`src/hdl/tmw_pkg.sv`:
```
// constants, enums and carrier structs of the 8-bit waveform timer
// Summary of operation
// - Mode 0 only counts up and wraps from 0xFF to 0x00
// - Normal mode sets overflow flag as the count becomes zero; counting never clears it
// - Mode 2 clears the counter when it matches compare A
// - Clear-on-match mode uses compare A writes at once; a missed match wraps
// - Clear-on-match mode with A code 1 toggles output A per match
// - Clear-on-match mode sets overflow flag on the 0xFF to 0x00 step
// - Modes 3 and 7 are fast PWM, top 0xFF or compare A
// - Fast PWM counts up to top, then clears on the next tick
// - Fast PWM code 2 clears on match and sets at bottom; code 3 inverts
// - Fast PWM sets overflow flag each time the counter reaches top
// - PWM code 1 toggles only output A, and only with mode high bit set
// - Fast PWM compare zero gives one-tick spike; compare max holds output steady
// - Fast PWM compare values are double buffered, toggle mode included
// - Modes 1 and 5 are phase-correct PWM, top 0xFF or compare A
// - Phase-correct counts up, holds top one tick, then counts down
// - Phase-correct code 2 clears on up match, sets on down match; code 3 inverts
// - Phase-correct sets overflow flag each time the counter reaches zero
// - A channel output reaches its pin only when its direction is output
// - Output mode codes shape outputs only; mode select alone shapes counting
// - Timer tick is the clock divided by 1, 8, 64, 256 or 1024
// - With top 0xFF phase-correct period is 510 ticks, fast PWM 256
// - A match sets its flag on the next tick; writing one clears it
// - A count write overrides counting and blocks matches on the next tick
// - Output code zero disconnects the channel and keeps normal port data
package tmw_pkg;
  localparam logic [2:0] MODE_NORMAL    = 3'h0;
  localparam logic [2:0] MODE_PHASE_MAX = 3'h1;
  localparam logic [2:0] MODE_CLR_MATCH = 3'h2;
  localparam logic [2:0] MODE_FAST_MAX  = 3'h3;
  localparam logic [2:0] MODE_PHASE_OCR = 3'h5;
  localparam logic [2:0] MODE_FAST_OCR  = 3'h7;
  localparam int         MODE_HI_BIT    = 2;

  localparam logic [1:0] OUT_OFF    = 2'h0;
  localparam logic [1:0] OUT_TOGGLE = 2'h1;
  localparam logic [1:0] OUT_CLEAR  = 2'h2;
  localparam logic [1:0] OUT_SET    = 2'h3;

  localparam logic [7:0] CNT_MAX    = 8'hFF;
  localparam logic [7:0] CNT_BOTTOM = 8'h00;
  localparam logic [7:0] CNT_ONE    = 8'h01;

  // clock select codes; anything else stops the timer
  localparam logic [2:0] CS_STOP   = 3'h0;
  localparam logic [2:0] CS_DIV1   = 3'h1;
  localparam logic [2:0] CS_DIV8   = 3'h2;
  localparam logic [2:0] CS_DIV64  = 3'h3;
  localparam logic [2:0] CS_DIV256 = 3'h4;
  localparam logic [2:0] CS_DIV1K  = 3'h5;
  // terminal values of the divider (factor minus one)
  localparam logic [9:0] DIV8_LAST   = 10'h007;
  localparam logic [9:0] DIV64_LAST  = 10'h03F;
  localparam logic [9:0] DIV256_LAST = 10'h0FF;
  localparam logic [9:0] DIV1K_LAST  = 10'h3FF;
  localparam logic [9:0] DIV_ZERO    = 10'h000;
  localparam logic [9:0] DIV_ONE     = 10'h001;

  typedef enum logic [1:0] {
    DIR_UP   = 2'b01,
    DIR_DOWN = 2'b10
  } tmw_dir_e;

  typedef struct packed {
    logic [2:0] clkSel;
    logic [2:0] waveModeSel;
    logic [1:0] chanAOutMode;
    logic [1:0] chanBOutMode;
  } tmw_cfg_s;

  typedef struct packed {
    logic [9:0] div;
    logic       tick;
  } tmw_pre_s;

  typedef struct packed {
    logic [7:0] count;
    logic [7:0] ocrA;
    logic [7:0] ocrB;
    logic [7:0] ocrABuf;
    logic [7:0] ocrBBuf;
    tmw_dir_e   dir;
    logic       block;
    logic       ovf;
    logic       flagA;
    logic       flagB;
    logic       waveA;
    logic       waveB;
    logic       pinOutA;
    logic       pinOeA;
    logic       pinOutB;
    logic       pinOeB;
  } tmw_st_s;
endpackage

```
`src/hdl/tmw_prescaler.sv`:
```
// timer tick generator: divides the clock by the selected prescale factor
`timescale 1ns/10ps
module tmw_prescaler
  import tmw_pkg::*;
(
  input  wire logic       clk,    // i/o clock
  input  wire logic       rst,    // synchronous reset, active high
  input  wire logic [2:0] clkSel, // prescale select
  output logic            tick    // one-cycle timer tick
);
  tmw_pre_s s_q;
  tmw_pre_s s_d;
  logic [9:0] last;

  always_comb begin
    last = DIV_ZERO;
    s_d = s_q;
    s_d.tick = 1'b0;
    unique case (clkSel)
      CS_DIV8:   last = DIV8_LAST;
      CS_DIV64:  last = DIV64_LAST;
      CS_DIV256: last = DIV256_LAST;
      CS_DIV1K:  last = DIV1K_LAST;
      default:   last = DIV_ZERO;
    endcase
    if (clkSel == CS_STOP || clkSel > CS_DIV1K) begin
      s_d.div = DIV_ZERO;
    end else if (s_q.div >= last) begin
      // divider restarts so a shorter factor takes effect at once
      s_d.div = DIV_ZERO;
      s_d.tick = 1'b1;
    end else begin
      s_d.div = s_q.div + DIV_ONE;
    end
  end

  always_ff @(posedge clk) begin
    if (rst) begin
      s_q <= '0;
    end else begin
      s_q <= s_d;
    end
  end

  assign tick = s_q.tick;
endmodule

```
`src/hdl/tmw_timer.sv`:
```
// 8-bit timer with two compare channels and four waveform modes
`timescale 1ns/10ps
module tmw_timer
  import tmw_pkg::*;
(
  input  wire logic       clk,         // i/o clock, 250 MHz
  input  wire logic       rst,         // synchronous reset, active high
  input  tmw_cfg_s        cfg,         // clock, wave and output mode selects
  input  wire logic       countWr,     // write strobe for the counter
  input  wire logic [7:0] countWrData, // value written to the counter
  input  wire logic       cmpAWr,      // write strobe for compare A
  input  wire logic [7:0] cmpAWrData,  // value written to compare A
  input  wire logic       cmpBWr,      // write strobe for compare B
  input  wire logic [7:0] cmpBWrData,  // value written to compare B
  input  wire logic       ovfClr,      // write-one clear of overflow flag
  input  wire logic       matchAClr,   // write-one clear of match A flag
  input  wire logic       matchBClr,   // write-one clear of match B flag
  input  wire logic       pinDirA,     // pin A direction, high = output
  input  wire logic       pinDirB,     // pin B direction, high = output
  input  wire logic       portDataA,   // normal port data for pin A
  input  wire logic       portDataB,   // normal port data for pin B
  output logic [7:0]      countValue,  // current count
  output logic [7:0]      compareAValue, // active compare A
  output logic [7:0]      compareBValue, // active compare B
  output logic            overflowFlag,  // sticky overflow flag
  output logic            matchAFlag,    // sticky match A flag
  output logic            matchBFlag,    // sticky match B flag
  output logic            waveOutA,      // internal channel A level
  output logic            waveOutB,      // internal channel B level
  output logic            pinOutA,       // pin A output value
  output logic            pinOeA,        // pin A output enable
  output logic            pinOutB,       // pin B output value
  output logic            pinOeB         // pin B output enable
);
  tmw_st_s q;
  tmw_st_s d;
  logic       tick;
  logic [2:0] mode;
  logic       hiBit;
  logic       isClrMatch;
  logic       isFast;
  logic       isPhase;
  logic       isPwm;
  logic [7:0] topVal;
  logic       atTop;
  logic       phTop;
  logic       upEff;
  logic       bottomEv;
  logic       matchA;
  logic       matchB;
  logic       connA;
  logic       connB;

  tmw_prescaler u_pre (
    .clk    (clk),
    .rst    (rst),
    .clkSel (cfg.clkSel),
    .tick   (tick)
  );

  // counting shape comes from the mode select alone
  assign mode    = cfg.waveModeSel;
  assign hiBit   = mode[MODE_HI_BIT];
  assign isClrMatch = (mode == MODE_CLR_MATCH);
  assign isFast  = (mode == MODE_FAST_MAX) || (mode == MODE_FAST_OCR);
  assign isPhase = (mode == MODE_PHASE_MAX) || (mode == MODE_PHASE_OCR);
  assign isPwm   = isFast || isPhase;
  assign topVal  = (mode == MODE_FAST_OCR || mode == MODE_PHASE_OCR || isClrMatch)
                   ? q.ocrA : CNT_MAX;
  assign atTop   = (q.count == topVal);
  // a count left above top by a write still turns at the 8-bit ceiling
  assign phTop   = atTop || (q.count == CNT_MAX);
  // bottom counts as up and top as down so the extreme compares stay steady
  assign upEff   = (q.count == CNT_BOTTOM) ? 1'b1 :
                   (phTop ? 1'b0 : (q.dir == DIR_UP));
  assign bottomEv = tick && isFast && atTop;
  // matches are dropped in the write cycle and on the tick after it
  assign matchA  = (q.count == q.ocrA) && !q.block && !countWr;
  assign matchB  = (q.count == q.ocrB) && !q.block && !countWr;
  // pwm code 1: output A only with the high mode bit, output B reserved
  assign connA   = (cfg.chanAOutMode != OUT_OFF) &&
                   !(isPwm && cfg.chanAOutMode == OUT_TOGGLE && !hiBit);
  assign connB   = (cfg.chanBOutMode != OUT_OFF) &&
                   !(isPwm && cfg.chanBOutMode == OUT_TOGGLE);

  // next level of one channel on a timer tick
  function automatic logic chanNext(
    input logic       cur,
    input logic [1:0] om,
    input logic       canToggle,
    input logic       match,
    input logic       fast,
    input logic       phase,
    input logic       bottom,
    input logic       ocrIsTop,
    input logic       up
  );
    logic nxt;
    nxt = cur;
    if (!fast && !phase) begin
      if (match) begin
        unique case (om)
          OUT_TOGGLE: nxt = !cur;
          OUT_CLEAR:  nxt = 1'b0;
          OUT_SET:    nxt = 1'b1;
          default:    nxt = cur;
        endcase
      end
    end else if (om == OUT_TOGGLE) begin
      if (canToggle && match) begin
        nxt = !cur;
      end
    end else if (om[1]) begin
      if (fast && bottom) begin
        nxt = (om == OUT_CLEAR);
      end else if (fast && match && !ocrIsTop) begin
        nxt = (om != OUT_CLEAR);
      end else if (phase && match) begin
        nxt = up ? (om != OUT_CLEAR) : (om == OUT_CLEAR);
      end
    end
    return nxt;
  endfunction

  always_comb begin
    d = q;
    // ovf holds only this tick's overflow event until the clear is merged below
    d.ovf = 1'b0;
    // compare writes: straight through in non-pwm modes, buffered in pwm
    if (cmpAWr) begin
      d.ocrABuf = cmpAWrData;
    end
    if (cmpBWr) begin
      d.ocrBBuf = cmpBWrData;
    end
    if (!isPwm) begin
      d.ocrA = d.ocrABuf;
      d.ocrB = d.ocrBBuf;
    end else if (tick && ((isFast && atTop) || (isPhase && phTop && q.dir == DIR_UP))) begin
      // buffer loads at the period boundary so no odd pulse appears
      d.ocrA = q.ocrABuf;
      d.ocrB = q.ocrBBuf;
    end

    if (tick) begin
      if (isPhase) begin
        if (q.dir == DIR_UP) begin
          if (phTop) begin
            // top is held for exactly this one tick
            d.dir = DIR_DOWN;
            d.count = (q.count == CNT_BOTTOM) ? CNT_BOTTOM : q.count - CNT_ONE;
          end else begin
            d.count = q.count + CNT_ONE;
          end
        end else if (q.count == CNT_BOTTOM) begin
          d.dir = DIR_UP;
          d.count = q.count + CNT_ONE;
          d.ovf = 1'b1;
        end else begin
          d.count = q.count - CNT_ONE;
        end
      end else if (isFast) begin
        d.dir = DIR_UP;
        if (atTop) begin
          d.count = CNT_BOTTOM;
          d.ovf = 1'b1;
        end else begin
          d.count = q.count + CNT_ONE;
        end
      end else begin
        d.dir = DIR_UP;
        // a compare below the count is passed by and met after the wrap
        // a match blocked by a counter write does not clear the count either
        if (isClrMatch && matchA) begin
          d.count = CNT_BOTTOM;
        end else begin
          d.count = q.count + CNT_ONE;
        end
        if (q.count == CNT_MAX) begin
          d.ovf = 1'b1;
        end
      end

      if (matchA) begin
        d.flagA = 1'b1;
      end
      if (matchB) begin
        d.flagB = 1'b1;
      end
      d.waveA = chanNext(q.waveA, cfg.chanAOutMode, hiBit, matchA, isFast, isPhase,
                         bottomEv, q.ocrA == topVal, upEff);
      d.waveB = chanNext(q.waveB, cfg.chanBOutMode, 1'b0, matchB, isFast, isPhase,
                         bottomEv, q.ocrB == topVal, upEff);
      d.block = 1'b0;
    end

    // software clears lose against a set in the same cycle
    d.ovf   = d.ovf || (q.ovf && !ovfClr);
    d.flagA = (tick && matchA) || (q.flagA && !matchAClr);
    d.flagB = (tick && matchB) || (q.flagB && !matchBClr);

    if (countWr) begin
      d.count = countWrData;
      d.block = 1'b1;
    end

    d.pinOutA = connA ? d.waveA : portDataA;
    d.pinOutB = connB ? d.waveB : portDataB;
    d.pinOeA  = pinDirA;
    d.pinOeB  = pinDirB;
  end

  always_ff @(posedge clk) begin
    if (rst) begin
      q <= '{dir: DIR_UP, default: '0};
    end else begin
      q <= d;
    end
  end

  assign countValue    = q.count;
  assign compareAValue = q.ocrA;
  assign compareBValue = q.ocrB;
  assign overflowFlag  = q.ovf;
  assign matchAFlag    = q.flagA;
  assign matchBFlag    = q.flagB;
  assign waveOutA      = q.waveA;
  assign waveOutB      = q.waveB;
  assign pinOutA       = q.pinOutA;
  assign pinOeA        = q.pinOeA;
  assign pinOutB       = q.pinOutB;
  assign pinOeB        = q.pinOeB;
endmodule

```
`config.mk`:
```
export PLATFORM = sky130hd
export DESIGN_NAME = tmw_timer
export DESIGN_NICKNAME = d
export VERILOG_FILES = /design/src/hdl/tmw_pkg.sv /design/src/hdl/tmw_prescaler.sv /design/src/hdl/tmw_timer.sv
export SDC_FILE = /design/constraint.sdc
export NUM_CORES = 1
export LEC_CHECK = 0
export BUFFER_PORTS_ARGS = -buffer_cell sky130_fd_sc_hd__buf_2
export CORE_MARGIN = 2
export CORE_UTILIZATION = 60
export DETAILED_ROUTE_END_ITERATION = 8
export PLACE_DENSITY = 0.94
export SYNTH_ARGS = -nofsm -noshare
export SYNTH_HDL_FRONTEND = slang
export SYNTH_SLANG_ARGS = --single-unit
```
`constraint.sdc`:
```
create_clock -name clk -period 7.1 [get_ports clk]
set_input_delay 0.355 -clock clk [delete_from_list [all_inputs] [get_ports clk]]
set_output_delay 0.355 -clock clk [all_outputs]
set_load 0.01 [all_outputs]
```
==> results.sh <==
export IMPL_status="complete, no violations"
export IMPL_wirelength_um=12180
export IMPL_period_share=0.4624
export IMPL_firstDrtPassIters=5
export IMPL_clkPwrFrac=0.394
export IMPL_min_path_cells=2
export IMPL_tritoncts="yes"
export IMPL_critPathRequiredTime_ps=7360
export IMPL_post_cts_setup_buffer_count=0
export IMPL_yosys_cell_count_top_type="sky130_fd_sc_hd__dfxtp_1"
export IMPL_total_cts_buffers=9
export IMPL_met1_usage=0.3712
export IMPL_cp_data_arrival_time_ps=3550
export IMPL_critPathBufInv=0
export IMPL_power_switching_mw=0.2862
export IMPL_drv_max_cap_violation_count=0
export IMPL_std_cell_rows=31
export IMPL_antenna_left=0
export IMPL_first_global_vias=4280
export IMPL_globalRouteTotalUtil=0.3027
export IMPL_internal_power_mw=0.6446
export IMPL_area_fraction_of_the_dominant_cell_type_after_synthesis=0.2773
export IMPL_initialDrtViolationCount=464
export IMPL_reg2reg_depth=7
export IMPL_route_detailed_wl_per_inst_um=17.75
export IMPL_synth_warnings=0
export IMPL_max_vdd_ir_drop_mv=0.1671
export IMPL_clockBufferDepth=2
export IMPL_cpLargestDelayFamily="compound AO/OA/AOI/OAI gates"
export IMPL_chipHeight_um=91.07
export IMPL_timing_final_crit_period_ps=3283
export IMPL_initial_antenna_violation_count=0
export IMPL_final_nets=641
export IMPL_setup_tns_ps=0
export IMPL_synthDistinctLibCells=67
export IMPL_grt_overflow_total=0
export IMPL_fp_dieArea_um2=8293
export IMPL_finalWeightedCongestion=0.9606
export IMPL_synth_enable_flop_cells=0
export IMPL_crit_path_end_kind="flop"
export IMPL_share_of_cells_above_drive_strength_1=0.2010
export IMPL_grt_util_met2=0.4975
export IMPL_worstPathCellList="xor2_1 > nor4_1 > o2111a_2 > a21oi_1 > o21ai_2 > nor2_1 > a211oi_1"
export IMPL_ys_seq_area_frac=0.2773
export IMPL_worst_path_max_fanout=32
export IMPL_combinationalPowerShare=0.171
export IMPL_critical_path_slowest_cell="sky130_fd_sc_hd__o21ai_2"
export IMPL_yosys_most_used_dff="sky130_fd_sc_hd__dfxtp_1"
export IMPL_power_density_nw_per_um2=189.5
export IMPL_average_cell_area_after_synthesis_um2=8.136
export IMPL_clock_tree_htree_level_count=3
export IMPL_mappedNetlistArea_um2=4548
export IMPL_finish_instance_area_um2=4912
export IMPL_diodes=0
export IMPL_synth_ff_latch_count=63
export IMPL_post_cts_resize_count=0
export IMPL_syn2layout_area_growth_pct=8.005
export IMPL_vias=4428
export IMPL_setup_reg_to_reg_worst_slack_ps=3820
export IMPL_numClockSinks=63
export IMPL_sw_frac_of_total=0.3074
export IMPL_maxSlewViolCount=0
export IMPL_place_hpwl_um=8288
export IMPL_hold_path_class="input pin to flop"
export IMPL_route_detailed_drc=0
export IMPL_worst_clock_skew_ps=13.76
export IMPL_fmax_mhz=304.6
export IMPL_top_usage_layer="met2"
export IMPL_numPortBuffers=78
export IMPL_ios=79
export IMPL_floorplan_core_area_um2=7292
export IMPL_cts_root_buf="sky130_fd_sc_hd__clkbuf_8"
export IMPL_synth_top_cells_by_area="sky130_fd_sc_hd__dfxtp_1, sky130_fd_sc_hd__mux2i_1, sky130_fd_sc_hd__nor2_1"
export IMPL_timing_slew_headroom=0.2615
export IMPL_power_frac_seq=0.435
export IMPL_report_final_hold_viol_count=0
export IMPL_synth_async_reset_ratio=0
export IMPL_die_w_um=91.07
export IMPL_mapped_nets=618
export IMPL_grt_max_degree=54
export IMPL_grt_first_pass_wirelength_um=20440
export IMPL_worstMarginPinSlew_ps=1108
export IMPL_viasPerCell=6.455
export IMPL_critical_path_depth=7
export IMPL_start_util=0.6237
export IMPL_clk_insertion_delay_late_ps=360
export IMPL_groute_layer_met3_usage=0.05560
export IMPL_netlist_top_cells_count="sky130_fd_sc_hd__dfxtp_1, sky130_fd_sc_hd__nor2_1, sky130_fd_sc_hd__mux2i_1"
export IMPL_post_synth_inst_count=559
export IMPL_place_area_um2=4684
export IMPL_synth_largest_area_cell="sky130_fd_sc_hd__dfxtp_1"
export IMPL_number_of_setup_violations_in_the_final_report=0
export IMPL_crit_type="flop to flop"
export IMPL_clk_pin_slew_ps=90
export IMPL_power_leakage_nw=2.004
export IMPL_ctsHoldBuffers=0
export IMPL_worst_path_largest_cell_delay_ps=870
export IMPL_timing_critical_path_from_type="flop"
export IMPL_unrepaired_setup_endpoints_after_global_routing="no"
-- registers in the layout, summed over array words and instances (netlist names) --
register       cells
q                 19
u_pre.s_q         10
compareAValue      8
compareBValue      8
countValue         8
matchAFlag         1
matchBFlag         1
overflowFlag       1
pinOeA             1
pinOeB             1
pinOutA            1
pinOutB            1
u_pre.tick         1
waveOutA           1
waveOutB           1
-- power by group through the flow --
stage,sequential [mW],combinational (mW),clock [mW]
after floorplan,0.392,0.139,0
after global placement,0.409,0.148,0
after detailed placement,0.411,0.155,0
after CTS,0.403,0.157,0.366
after global routing,0.407,0.176,0.380
final,0.405,0.159,0.367
-- cell usage in the layout (no fill, tap or decap), types with 6 or more instances in the layout --
cell and count:
sky130_fd_sc_hd__buf_2 78, sky130_fd_sc_hd__ha_1 13, sky130_fd_sc_hd__inv_1 20, sky130_fd_sc_hd__xor2_1 11, sky130_fd_sc_hd__nor3_1 13, sky130_fd_sc_hd__nand2b_1 11, sky130_fd_sc_hd__nand2_1 32, sky130_fd_sc_hd__dfxtp_1 63
sky130_fd_sc_hd__nor2b_1 14, sky130_fd_sc_hd__a2111oi_0 10, sky130_fd_sc_hd__nand4_1 8, sky130_fd_sc_hd__xnor2_1 20, sky130_fd_sc_hd__o21ai_0 21, sky130_fd_sc_hd__nor2_1 56, sky130_fd_sc_hd__a21oi_1 29, sky130_fd_sc_hd__mux2i_1 35
sky130_fd_sc_hd__a211oi_1 20, sky130_fd_sc_hd__nand3_1 16, sky130_fd_sc_hd__a32oi_1 6, sky130_fd_sc_hd__clkbuf_8 9
-- layout make-up --
type | instances | area, um2
Clock buffer | 9 | 123.9
Clock inverter | 7 | 103.9
Fill cell | 611 | 2380
Inverter | 20 | 75.07
Multi-Input combinational cell | 410 | 2834
Sequential cell | 63 | 1261
Tap cell | 99 | 123.9
Timing Repair Buffer | 78 | 390.4
-- path summary, 6_finish.rpt --
kind	to	startpoint
max	compareAValue[0]	countValue[4]
min	pinOeA	pinDirA
max reg2reg	compareAValue[0]	countValue[4]
min reg2reg	matchBFlag	matchBFlag
-- layer usage --
metal / vias to the layer above / part of all wire
met5: - / 0
met4: 0 / 0.046
met3: 76 / 0.084
met2: 254 / 0.47
met1: 2032 / 0.40
li1: 2066 / -
-- kinds of logic (layout without fill, tap and decap cells) --
logic type / Yosys count / after routing / synth area share
multiplexers: 39 / 39 / 0.08941
AO/OA/AOI/OAI: 138 / 138 / 0.2157
buffers and inverters: 86 / 114 / 0.09959
XOR/XNOR: 31 / 31 / 0.05970
AND/OR/NAND/NOR: 189 / 189 / 0.2226
flip-flops: 63 / 63 / 0.2773
adder cells (fa/ha/maj): 13 / 13 / 0.03576
-- per-stage QoR --
step	utilization	total power [mW]	instances	hold slack (ps)	setup WS, ps
6_report	0.6736	0.9308	686	201.8	3817
5_1_grt	0.6736	0.9638	686	213.9	3419
4_1_cts	0.6736	0.9259	686	199.0	3851
3_5_place_dp	0.6424	0.5658	670	461.2	3823
3_3_place_gp	0.6424	0.5570	670	455.4	4090
2_1_floorplan	-	0.5303	559	449.1	4351
Power figures use the tool's default switching activity.
